**src/core/xcvr_pkg.sv**
```systemverilog
// Shared constants and types for the transceiver mode and data link ends
package xcvr_pkg;
    // ------------------------------------------------------------
    // Mode pin codes
    // ------------------------------------------------------------
    localparam logic [2:0] MODE_SLEEP    = 3'h0;
    localparam logic [2:0] MODE_STANDBY  = 3'h1;
    localparam logic [2:0] MODE_RX_BB    = 3'h2;
    localparam logic [2:0] MODE_RX_SYNTH = 3'h3;
    localparam logic [2:0] MODE_RX       = 3'h4;
    localparam logic [2:0] MODE_TX_SYNTH = 3'h6;
    localparam logic [2:0] MODE_TX       = 3'h7;

    // ------------------------------------------------------------
    // Device configuration word fields
    // ------------------------------------------------------------
    localparam int unsigned CFG_W        = 7;
    localparam int unsigned CFG_BITSYNC  = 0;
    localparam int unsigned CFG_PAT_EN   = 1;
    localparam int unsigned CFG_CLKO_EN  = 2;
    localparam int unsigned CFG_CLKSEL   = 3;
    localparam int unsigned CFG_PATLEN   = 5;
    localparam logic [CFG_W-1:0] CFG_RESET = 7'h00;
    localparam logic [31:0]      PAT_RESET = 32'h0000_0000;
    localparam int unsigned BIT_CYCLES_DEF = 64;

    // ------------------------------------------------------------
    // Timing of the mode strobe
    // ------------------------------------------------------------
    localparam int unsigned CLK_MHZ       = 200;
    localparam int unsigned STROBE_LOW_NS = 2000;
    localparam int unsigned MODE_HOLD_NS  = 200;
    localparam int unsigned STROBE_LOW_CYC = (STROBE_LOW_NS * CLK_MHZ + 999) / 1000;
    localparam int unsigned MODE_HOLD_CYC  = (MODE_HOLD_NS * CLK_MHZ + 999) / 1000;

    // ------------------------------------------------------------
    // Host register map (byte addresses)
    // ------------------------------------------------------------
    localparam logic [7:0] REG_CTRL   = 8'h00;
    localparam logic [7:0] REG_W_OS   = 8'h04;
    localparam logic [7:0] REG_W_BBR  = 8'h08;
    localparam logic [7:0] REG_W_FS   = 8'h0C;
    localparam logic [7:0] REG_W_BB2  = 8'h10;
    localparam logic [7:0] REG_W_TR   = 8'h14;
    localparam logic [7:0] REG_BITDIV = 8'h18;
    localparam logic [7:0] REG_TXDATA = 8'h1C;
    localparam logic [7:0] REG_STATUS = 8'h20;
    localparam int unsigned CTRL_GO_RX    = 0;
    localparam int unsigned CTRL_GO_TX    = 1;
    localparam int unsigned CTRL_GO_STBY  = 2;
    localparam int unsigned CTRL_GO_SLEEP = 3;
    localparam int unsigned WAIT_W = 24;
    localparam logic [WAIT_W-1:0] WAIT_RESET   = 24'h000400;
    localparam logic [15:0]       BITDIV_RESET = 16'h1000;

    // Settling interval slots
    localparam logic [2:0] W_OS  = 3'h0;
    localparam logic [2:0] W_BBR = 3'h1;
    localparam logic [2:0] W_FS  = 3'h2;
    localparam logic [2:0] W_BB2 = 3'h3;
    localparam logic [2:0] W_TR  = 3'h4;

    typedef enum logic [1:0] {SEQ_RX, SEQ_TX, SEQ_STBY, SEQ_SLEEP} seq_kind_t;
endpackage

```
**src/core/xcvr_if.sv**
```systemverilog
// Pin-level link between the host controller and the transceiver
`timescale 1ns/1ps
interface xcvr_if;
    logic [2:0] mode;
    logic       mode_strobe_n;
    logic       tx_modulation_input;
    logic       rx_bit_output;
    logic       recovered_bit_clock;
    logic       match_n;
    logic       ref_clk_out;

    modport dev (
        input  mode,
        input  mode_strobe_n,
        input  tx_modulation_input,
        output rx_bit_output,
        output recovered_bit_clock,
        output match_n,
        output ref_clk_out
    );
    modport host (
        output mode,
        output mode_strobe_n,
        output tx_modulation_input,
        input  rx_bit_output,
        input  recovered_bit_clock,
        input  match_n,
        input  ref_clk_out
    );
endinterface

```
**src/core/xcvr_host.sv**
```systemverilog
// Host end: mode sequencer, transmit serialiser and register port
//
// Chosen here: the plain strobed port and the register offsets.
`timescale 1ns/1ps
module xcvr_host (
    input  wire logic        ref_clk_i,
    input  wire logic        rst_i,
    input  wire logic        clk_en_i,
    xcvr_if.host             link,
    input  wire logic [7:0]  addr_i,
    input  wire logic [31:0] wdata_i,
    input  wire logic        we_i,
    input  wire logic        re_i,
    output logic [31:0]      rdata_o
);
    import xcvr_pkg::*;

    typedef enum logic [1:0] {ST_IDLE, ST_LOW, ST_HOLD, ST_SETTLE} state_t;

    // ------------------------------------------------------------
    // Step tables
    // ------------------------------------------------------------
    function automatic logic [2:0] step_mode(input seq_kind_t k, input logic [1:0] s);
        logic [2:0] m;
        m = MODE_STANDBY;
        unique case (k)
            SEQ_RX:    m = (s == 2'h0) ? MODE_STANDBY : (s == 2'h1) ? MODE_RX_BB :
                           (s == 2'h2) ? MODE_RX_SYNTH : MODE_RX;
            SEQ_TX:    m = (s == 2'h0) ? MODE_STANDBY : (s == 2'h1) ? MODE_TX_SYNTH : MODE_TX;
            SEQ_STBY:  m = MODE_STANDBY;
            SEQ_SLEEP: m = MODE_SLEEP;
        endcase
        return m;
    endfunction

    function automatic logic [2:0] step_wait(input seq_kind_t k, input logic [1:0] s);
        logic [2:0] w;
        w = W_OS;
        if (k == SEQ_RX) begin
            w = 3'(s);
        end else if (s != 2'h0) begin
            w = (s == 2'h1) ? W_FS : W_TR;
        end
        return w;
    endfunction

    // ------------------------------------------------------------
    // Registers
    // ------------------------------------------------------------
    logic [WAIT_W-1:0] wait_r [0:4];
    logic [15:0]       bitdiv_r;
    state_t            state_r;
    seq_kind_t         kind_r;
    logic [1:0]        step_r;
    logic [WAIT_W-1:0] cnt_r;
    logic [2:0]        mode_r;
    logic              strobe_n_r;
    logic              rx_ready_r;
    logic              tx_ready_r;
    logic [7:0]        tx_sh_r;
    logic [3:0]        tx_left_r;
    logic [15:0]       tx_cnt_r;
    logic              tx_mod_r;
    logic              bclk_prev_r;
    logic [7:0]        rx_sh_r;
    logic [31:0]       rdata_r;
    logic              last_step;
    logic              go;
    seq_kind_t         go_kind;

    assign last_step = (kind_r == SEQ_RX) ? (step_r == 2'h3) :
                       (kind_r == SEQ_TX) ? (step_r == 2'h2) : 1'b1;
    assign go = we_i && (addr_i == REG_CTRL) && (state_r == ST_IDLE) && (wdata_i[3:0] != 4'h0);
    assign go_kind = wdata_i[CTRL_GO_RX] ? SEQ_RX : wdata_i[CTRL_GO_TX] ? SEQ_TX :
                     wdata_i[CTRL_GO_STBY] ? SEQ_STBY : SEQ_SLEEP;

    // Settling counts and bit period, all software programmable
    always_ff @(posedge ref_clk_i or posedge rst_i) begin
        if (rst_i) begin
            for (int i = 0; i < 5; i++) begin
                wait_r[i] <= WAIT_RESET;
            end
            bitdiv_r <= BITDIV_RESET;
        end else if (clk_en_i && we_i) begin
            if (addr_i >= REG_W_OS && addr_i <= REG_W_TR && addr_i[1:0] == 2'h0) begin
                wait_r[3'(addr_i[7:2] - 6'h01)] <= wdata_i[WAIT_W-1:0];
            end
            if (addr_i == REG_BITDIV) begin
                bitdiv_r <= wdata_i[15:0];
            end
        end
    end

    // ------------------------------------------------------------
    // Mode sequencer: strobe low, set mode, rise, hold, settle
    // ------------------------------------------------------------
    always_ff @(posedge ref_clk_i or posedge rst_i) begin
        if (rst_i) begin
            state_r    <= ST_IDLE;
            kind_r     <= SEQ_STBY;
            step_r     <= 2'h0;
            cnt_r      <= '0;
            mode_r     <= MODE_STANDBY;
            strobe_n_r <= 1'b1;
            rx_ready_r <= 1'b0;
            tx_ready_r <= 1'b0;
        end else if (clk_en_i) begin
            unique case (state_r)
                ST_IDLE: if (go) begin
                    kind_r     <= go_kind;
                    step_r     <= 2'h0;
                    strobe_n_r <= 1'b0;
                    cnt_r      <= WAIT_W'(STROBE_LOW_CYC);
                    rx_ready_r <= 1'b0;
                    tx_ready_r <= 1'b0;
                    state_r    <= ST_LOW;
                end
                ST_LOW: begin
                    // Mode moves one cycle after the strobe falls
                    if (cnt_r == WAIT_W'(STROBE_LOW_CYC)) begin
                        mode_r <= step_mode(kind_r, step_r);
                    end
                    if (cnt_r == WAIT_W'(1)) begin
                        strobe_n_r <= 1'b1;
                        cnt_r      <= WAIT_W'(MODE_HOLD_CYC);
                        state_r    <= ST_HOLD;
                    end else begin
                        cnt_r <= cnt_r - WAIT_W'(1);
                    end
                end
                ST_HOLD: begin
                    if (cnt_r == WAIT_W'(1)) begin
                        cnt_r   <= wait_r[step_wait(kind_r, step_r)];
                        state_r <= (kind_r == SEQ_STBY || kind_r == SEQ_SLEEP) ? ST_IDLE
                                                                              : ST_SETTLE;
                    end else begin
                        cnt_r <= cnt_r - WAIT_W'(1);
                    end
                end
                ST_SETTLE: begin
                    if (cnt_r != '0) begin
                        cnt_r <= cnt_r - WAIT_W'(1);
                    end else if (last_step) begin
                        rx_ready_r <= (kind_r == SEQ_RX);
                        tx_ready_r <= (kind_r == SEQ_TX);
                        state_r    <= ST_IDLE;
                    end else begin
                        step_r     <= step_r + 2'h1;
                        strobe_n_r <= 1'b0;
                        cnt_r      <= WAIT_W'(STROBE_LOW_CYC);
                        state_r    <= ST_LOW;
                    end
                end
            endcase
        end
    end

    // ------------------------------------------------------------
    // Transmit serialiser, MSB first, each bit held one period
    // ------------------------------------------------------------
    always_ff @(posedge ref_clk_i or posedge rst_i) begin
        if (rst_i) begin
            tx_sh_r   <= 8'h00;
            tx_left_r <= 4'h0;
            tx_cnt_r  <= 16'h0000;
            tx_mod_r  <= 1'b0;
        end else if (clk_en_i) begin
            if (tx_left_r == 4'h0) begin
                tx_mod_r <= 1'b0;
                if (we_i && addr_i == REG_TXDATA && tx_ready_r) begin
                    tx_sh_r   <= {wdata_i[6:0], 1'b0};
                    tx_mod_r  <= wdata_i[7];
                    tx_left_r <= 4'h8;
                    tx_cnt_r  <= bitdiv_r;
                end
            end else if (tx_cnt_r > 16'h0001) begin
                tx_cnt_r <= tx_cnt_r - 16'h0001;
            end else begin
                tx_left_r <= tx_left_r - 4'h1;
                tx_cnt_r  <= bitdiv_r;
                tx_mod_r  <= (tx_left_r == 4'h1) ? 1'b0 : tx_sh_r[7];
                tx_sh_r   <= {tx_sh_r[6:0], 1'b0};
            end
        end
    end

    // Receive bits are taken on the recovered clock rise
    always_ff @(posedge ref_clk_i or posedge rst_i) begin
        if (rst_i) begin
            bclk_prev_r <= 1'b0;
            rx_sh_r     <= 8'h00;
        end else if (clk_en_i) begin
            bclk_prev_r <= link.recovered_bit_clock;
            if (link.recovered_bit_clock && !bclk_prev_r) begin
                rx_sh_r <= {rx_sh_r[6:0], link.rx_bit_output};
            end
        end
    end

    // Read data one cycle after the strobe; unmapped reads give zero
    always_ff @(posedge ref_clk_i or posedge rst_i) begin
        if (rst_i) begin
            rdata_r <= 32'h0000_0000;
        end else if (clk_en_i) begin
            rdata_r <= 32'h0000_0000;
            if (re_i) begin
                unique case (addr_i)
                    REG_W_OS:   rdata_r <= 32'(wait_r[W_OS]);
                    REG_W_BBR:  rdata_r <= 32'(wait_r[W_BBR]);
                    REG_W_FS:   rdata_r <= 32'(wait_r[W_FS]);
                    REG_W_BB2:  rdata_r <= 32'(wait_r[W_BB2]);
                    REG_W_TR:   rdata_r <= 32'(wait_r[W_TR]);
                    REG_BITDIV: rdata_r <= {16'h0000, bitdiv_r};
                    REG_STATUS: rdata_r <= {16'h0000, rx_sh_r, ~link.match_n,
                                            (tx_left_r != 4'h0), tx_ready_r, rx_ready_r,
                                            (state_r != ST_IDLE), mode_r};
                    default:    rdata_r <= 32'h0000_0000;
                endcase
            end
        end
    end

    assign link.mode                = mode_r;
    assign link.mode_strobe_n       = strobe_n_r;
    assign link.tx_modulation_input = tx_mod_r;
    assign rdata_o                  = rdata_r;
endmodule

```
**src/flat_wrapper.sv**
```systemverilog
// flat-port wrapper written by rule: the top's interface ports become plain ports
module xcvr_host_flat import xcvr_pkg::*;
  (ref_clk_i, rst_i, clk_en_i, addr_i, wdata_i, we_i, re_i, rdata_o, link_mode, link_mode_strobe_n, link_tx_modulation_input, link_rx_bit_output, link_recovered_bit_clock, link_match_n, link_ref_clk_out);
  xcvr_if link_i ();
  input  wire logic ref_clk_i;
  input  wire logic rst_i;
  input  wire logic clk_en_i;
  input  wire logic [7:0] addr_i;
  input  wire logic [31:0] wdata_i;
  input  wire logic we_i;
  input  wire logic re_i;
  output logic [31:0] rdata_o;
  output wire logic [$bits(link_i.mode)-1:0] link_mode;
  output wire logic [$bits(link_i.mode_strobe_n)-1:0] link_mode_strobe_n;
  output wire logic [$bits(link_i.tx_modulation_input)-1:0] link_tx_modulation_input;
  input wire logic [$bits(link_i.rx_bit_output)-1:0] link_rx_bit_output;
  input wire logic [$bits(link_i.recovered_bit_clock)-1:0] link_recovered_bit_clock;
  input wire logic [$bits(link_i.match_n)-1:0] link_match_n;
  input wire logic [$bits(link_i.ref_clk_out)-1:0] link_ref_clk_out;
  assign link_mode = link_i.mode;
  assign link_mode_strobe_n = link_i.mode_strobe_n;
  assign link_tx_modulation_input = link_i.tx_modulation_input;
  assign link_i.rx_bit_output = link_rx_bit_output;
  assign link_i.recovered_bit_clock = link_recovered_bit_clock;
  assign link_i.match_n = link_match_n;
  assign link_i.ref_clk_out = link_ref_clk_out;
  xcvr_host u_core (.ref_clk_i(ref_clk_i), .rst_i(rst_i), .clk_en_i(clk_en_i), .link(link_i), .addr_i(addr_i), .wdata_i(wdata_i), .we_i(we_i), .re_i(re_i), .rdata_o(rdata_o));
endmodule
```
**config.mk**
```make
export PLATFORM = sky130hd
export DESIGN_NAME = xcvr_host_flat
export DESIGN_NICKNAME = d
export VERILOG_FILES = /design/src/core/xcvr_pkg.sv /design/src/core/xcvr_if.sv /design/src/core/xcvr_host.sv /design/src/flat_wrapper.sv
export SDC_FILE = /design/constraint.sdc
export NUM_CORES = 1
export LEC_CHECK = 0
export BUFFER_PORTS_ARGS = -buffer_cell sky130_fd_sc_hd__buf_4
export CAP_MARGIN = 20
export CELL_PAD_IN_SITES_DETAIL_PLACEMENT = 1
export CELL_PAD_IN_SITES_GLOBAL_PLACEMENT = 1
export CORE_AREA = 5 5 186 188
export DETAILED_ROUTE_END_ITERATION = 12
export DIE_AREA = 0 0 191 193
export PLACE_DENSITY_LB_ADDON = 0.25
export SYNTH_ARGS = -nofsm -noshare
export SYNTH_HDL_FRONTEND = slang
export SYNTH_SLANG_ARGS = --single-unit
export TNS_END_PERCENT = 100
```
**constraint.sdc**
```tcl
create_clock -name ref_clk_i -period 15.14 [get_ports ref_clk_i]
set_input_delay 1.514 -clock ref_clk_i [delete_from_list [all_inputs] [get_ports ref_clk_i]]
set_output_delay 1.514 -clock ref_clk_i [all_outputs]
set_load 0.01 [all_outputs]
```
Word level (Yosys, flattened, before mapping)
Cells that the tools add are included.

word-level totals
  register bits = 242
  output and inout bits = 37
  logic and storage cells = 168
  input port bits = 49

operators by class
  $add $sub $neg = 5
  bitwise operators = 3
  equal/unequal tests = 29
  $lt $le $gt $ge = 6
  muxes and demuxes = 66
  reduce and logical (&&, ||, !) cells = 38

operators by type and width
  kind                   count
  $mux 24                8
  $pmux 24 s7            1
  $bwmux 120             1
  $pmux 24 s4            1
  $bmux 24 s3            1
  $demux 24 s3           1
  $mux 16                3
  $eq 8x5->1 const B     4
  $mux 32                1
  $mux 3                 10
  $eq 24x1->1 const B    1
  $eq 24x9->1 const B    1
  $mux 8                 3
  $reduce_bool 24->1     1
  $sub 24x1->24 const B  1
  $mux 2                 10
  $mux 1                 17
  $eq 8x4->1 const B     2
  $gt 16x1->1 const B    1
  $sub 16x1->16 const B  1
  $reduce_and 5->1       3
  $eq 2x2->1 const B     6
  $mux 4                 3
  $pmux 3 s4             1
  32 further kinds       65

Depth between registers and ports, before layout
  word-level depth = 13
  depth in mapped cells = 11
  depth with buffers taken out = 8

Worst setup path after synthesis
OpenSTA, ideal clock, no wires.

  path type = input to register
  from = in addr_i[2]
  to = reg u_core.bitdiv_r[15]
  required time = 15.015 ns
  arrival time = 3.653 ns
  slack = 11.362 ns
  stages = 8
  setup time = 0.125 ns
  path buffers = 3
  cell sequence = clkbuf_1 inv_1 ha_1 or3b_2 clkbuf_1 nor3_2 buf_2 mux2_2

on the way
  cells in the longest elaborated chain, start to end = 2

ends and longest elaborated chain
  element                            RTL line           source
  start: declaration                 flat_wrapper.sv:8  input wire logic [7:0] addr_i;
  $eq 8x5->1                         xcvr_host.sv:88    if (addr_i == REG_BITDIV) begin
  $reduce_and 2->1 (no source line)  -
  end signal: assignment             xcvr_host.sv:89    bitdiv_r <= wdata_i[15:0];
  end: declaration                   xcvr_host.sv:51    logic [15:0] bitdiv_r;

No other way between the ends.
A chain may end at the register's enable or synchronous reset.

Worst setup path after layout
  from = in addr_i[2]
  to = reg u_core.cnt_r[6]

on the way
  cells in the longest elaborated chain, start to end = 6

ends and longest elaborated chain
  element                            RTL line          source
  $logic_not 8->1                    xcvr_host.sv:73   assign go = we_i && (addr_i == REG_CTRL) && (state_r == ST_IDLE) && (wdata_i[3:0] != 4'h0);
  $logic_and 1x1->1 (3 in series)    xcvr_host.sv:73
  $ne 2x1->1 (no source line)        -
  $reduce_and 3->1 (no source line)  -
  end signal: assignment             xcvr_host.sv:113  cnt_r <= WAIT_W'(STROBE_LOW_CYC);
  end signal: assignment             xcvr_host.sv:125  cnt_r <= WAIT_W'(MODE_HOLD_CYC);
  end signal: assignment             xcvr_host.sv:128  cnt_r <= cnt_r - WAIT_W'(1);
  end: declaration                   xcvr_host.sv:55   logic [WAIT_W-1:0] cnt_r;

No other way between the ends.

==> flow_summary_export.csv <==
group,metric,value,unit
timing,rsz0062_at_grt,"no",
global_routing,grt_pass1_vias,10900,
cts,cts_setup_buffers,0,
place,dp_cells,1695,
logic_synthesis,synthAdderAreaFrac,1.841,%
critical_path,ff2ff_setup_slack,11.39,ns
floorplanning,boundaryPins,86,
place,postPlaceCellArea,0.01366,sq mm
logic_synthesis,ys_seq_area_share,45.25,%
logic_synthesis,syn_area_per_cell,10.34,sq um
logic_synthesis,netlist_instances,1249,
logic_synthesis,synth_xor_area_share,0.2035,%
floorplanning,num_rows,67,
place,io_buffers,68,
timing,fin_crit,4.125,ns
timing,clock_skew,0.01854,ns
cts,insertion_delay,0.56,ns
logic_synthesis,yosys-top-cells-area,"dfrtp_1 43%, mux2_2 13%, nand2_1 3.7%",
global_routing,grt_usage,23.67,%
floorplanning,dieArea,0.03686,sq mm
route,wl_per_cell,25.20,um
timing,fmax,242.4,MHz
logic_synthesis,synth_top_family_by_area,"compound AO/OA/AOI/OAI gates",
logic_synthesis,synth_top_cell_area_share,43.42,%
critical_path,arrival,4.58,ns
global_routing,grt_overflow,0,
timing,slew_headroom,25.59,%
layout,final_net_count,1346,
critical_path,end_kind,"flop",
timing,hold_viol_final,0,
logic_synthesis,ys_ff_latch,233,
logic_synthesis,yosysTopAreaCell,"dfrtp_1",
place,dp_hpwl,29360,um
logic_synthesis,synthMuxAreaShare,14.56,%
place,globalplace.congestion,0.8543,
logic_synthesis,synth-edff-count,0,
logic_synthesis,synth_compound_area_share,18.35,%
critical_path,startpoint_type,"input pin",
route,first_iter_violations,872,
timing,setup-tns-final,0,ns
route,firstDrtPassIters,7,
layout,finalInstanceArea,0.01460,sq mm
cts,cts_root_buffer,"clkbuf_16",
logic_synthesis,synth.most_common_cell,"dfrtp_1",
layout,fin_cells,1748,
global_routing,grt_pass1_wl,67940,um
timing,finalCritPeriodShare,27.25,%
power_and_ir_drop,p_leak,6.326,nW
route,vias,10610,
floorplanning,start_util,39.19,%
global_routing,grt_max_degree,87,
floorplanning,dieWidth,191,um
min_path,min_path_type,"reg2reg",
critical_path,crit_required,15.60,ns
cts,cts_sinks,233,
global_routing,antenna_found_initial,1,
cts,cts_tree,"built",
power_and_ir_drop,pwr_density_cell,117.7,mW/mm^2
logic_synthesis,ys.flop_type,"dfrtp_1",
layout,num-fill-cells,3634,
timing,setup_ws,11.01,ns
route,ant_nets,0,
timing,tightest_slew,1.108,ns
layout,antenna_cells,0,
logic_synthesis,synth_cell_types,92,
logic_synthesis,synth_common_cells,"224 x dfrtp_1, 150 x mux2_2, 127 x nand2_1, 63 x o21ai_0, 58 x nor2_1",
floorplanning,die_y,193,um
layout,syn2layout_area_growth,13.11,%
cts,cts-resized-gates,0,
timing,finalSetupViolations,0,
cts,clk_pin_slew,0.06,ns
logic_synthesis,ys_warn_count,0,
global_routing,grt_most_used_layer,"met2",
layout,drive_gt1_share,25.23,%
cts,clk_path_buf_depth,3,
timing,whs,0.4860,ns
critical_path,crit_type,"in2reg",
timing,maxSlewViolCount,0,
run_status,outcome,"finished clean",
logic_synthesis,syn_area,0.01291,sq mm
route,routed_wl,44040,um
place,post-place-ws,10.49,ns
route,vias_per_cell,6.072,
cts,cts_hold_buf,0,
logic_synthesis,synthSimpleGateAreaFrac,14.39,%
cts,cts_made_buffers,28,
global_routing,met2_usage,39.98,%
global_routing,use_met3,2.665,%
logic_synthesis,async_flop_share,100.0,%
global_routing,grt_util_met1,33.02,%
route,route.detailed.drc,0,
cts,cts.htree.levels,1,
run,maxCapViolations,0,
floorplanning,fp.coreArea,0.03295,sq mm
power_and_ir_drop,vdd_drop_max,0.00009507,V
critical_path,worstPathMaxFanout,17,
==> through the flow <==
step | util [%] | power, mW
2_1_floorplan | - | 0.9522
3_3_place_gp | 41.46 | 1.031
3_5_place_dp | 41.46 | 1.044
4_1_cts | 44.26 | 1.728
5_1_grt | 44.32 | 1.801
6_report | 44.32 | 1.719
==> cell type report <==
class	instances	area [sq um]	area share [%]
Clock inverter	8	103.9	0.7112
Sequential cell	233	5842	40.00
Timing Repair Buffer	84	643.1	4.404
Clock buffer	44	820.8	5.621
Inverter	51	198.9	1.362
Multi-Input combinational cell	880	6434	44.06
Tap cell	448	560.5	3.839
==> worst max-delay path, stage by stage <==
cell and delay [ns]:
buf_4 0.15, inv_1 0.13, ha_1 0.24, or3b_1 0.53, o41ai_4 0.66, o41a_1 0.83, nand2_4 0.26, o21ai_0 0.23
==> registers in the layout, indices dropped and copies added (netlist names), 2 cells and up <==
signal            flops
u_core.wait_r       120
u_core.cnt_r         24
u_core.rdata_o       24
u_core.bitdiv_r      16
u_core.tx_cnt_r      16
u_core.rx_sh_r        8
u_core.tx_sh_r        7
u_core.tx_left_r      4
u_core.link.mode      3
u_core.kind_r         2
u_core.state_r        2
u_core.step_r         2
==> power breakdown <==
| group | leakage [nW] | total (mW) | switching (mW) | internal, mW |
|---|---|---|---|---|
| sequential | 3.11 | 0.754 | 0.0692 | 0.685 |
| combinational | 2.77 | 0.283 | 0.175 | 0.107 |
| clock | 0.451 | 0.683 | 0.278 | 0.405 |
==> path summary, 6_finish.rpt <==
kind	depth (start not counted)	startpoint	endpoint
setup reg to reg	7	u_core.step_r[0]$_DFFE_PP0P_	u_core.cnt_r[6]$_DFFE_PP0P_
min in group asynchronous	2	rst_i	u_core.rdata_o[12]$_DFFE_PP0P_
max in group asynchronous	3	rst_i	u_core.tx_sh_r[5]$_DFFE_PP0P_
hold reg to reg	2	u_core.link.tx_modulation_input$_DFFE_PP0P_	u_core.link.tx_modulation_input$_DFFE_PP0P_
hold / removal	2	u_core.link.tx_modulation_input$_DFFE_PP0P_	u_core.link.tx_modulation_input$_DFFE_PP0P_
setup / recovery	8	addr_i[2]	u_core.cnt_r[6]$_DFFE_PP0P_
==> cells in the final DEF (no fill, tap or decap), types with 7 or more instances in the layout <==
master | synthesis | layout
nor4_1 | 12 | 12
a32oi_1 | 13 | 13
o31ai_1 | 13 | 13
nand2b_1 | 7 | 7
a31oi_1 | 13 | 13
o22ai_1 | 31 | 31
a22oi_1 | 33 | 33
a221oi_1 | 9 | 9
a21oi_1 | 48 | 47
buf_4 | 10 | 83
conb_1 | 1 | 8
clkbuf_1 | 45 | 10
nand3_1 | 26 | 26
or3_1 | 7 | 7
dfstp_2 | 9 | 9
inv_1 | 51 | 50
o2bb2ai_1 | 13 | 13
ha_1 | 19 | 19
nand4_1 | 8 | 8
nor3_1 | 26 | 25
nor2_1 | 58 | 55
dfrtp_1 | 224 | 224
o211ai_1 | 8 | 8
and3_1 | 16 | 16
a211oi_1 | 7 | 7
o21ai_0 | 63 | 62
o221ai_1 | 8 | 8
mux2i_1 | 19 | 19
clkbuf_16 | 0 | 28
nand2_1 | 127 | 127
a222oi_1 | 16 | 16
mux2_2 | 150 | 150
==> cells by family (layout without fill, tap and decap cells) <==
group | after synthesis | after routing
adder cells (fa/ha/maj) | 19 | 19
XOR/XNOR | 3 | 3
flip-flops | 233 | 233
multiplexers | 169 | 169
buffers and inverters | 143 | 187
AO/OA/AOI/OAI | 333 | 333
other | 1 | 8
AND/OR/NAND/NOR | 348 | 348
==> metal layers <==
metal,up-vias,wire [um]
met5,-,0
met4,0,1057
met3,60,1692
met2,225,21330
met1,5592,19960
li1,4736,-
Power figures use the tool's default switching activity.
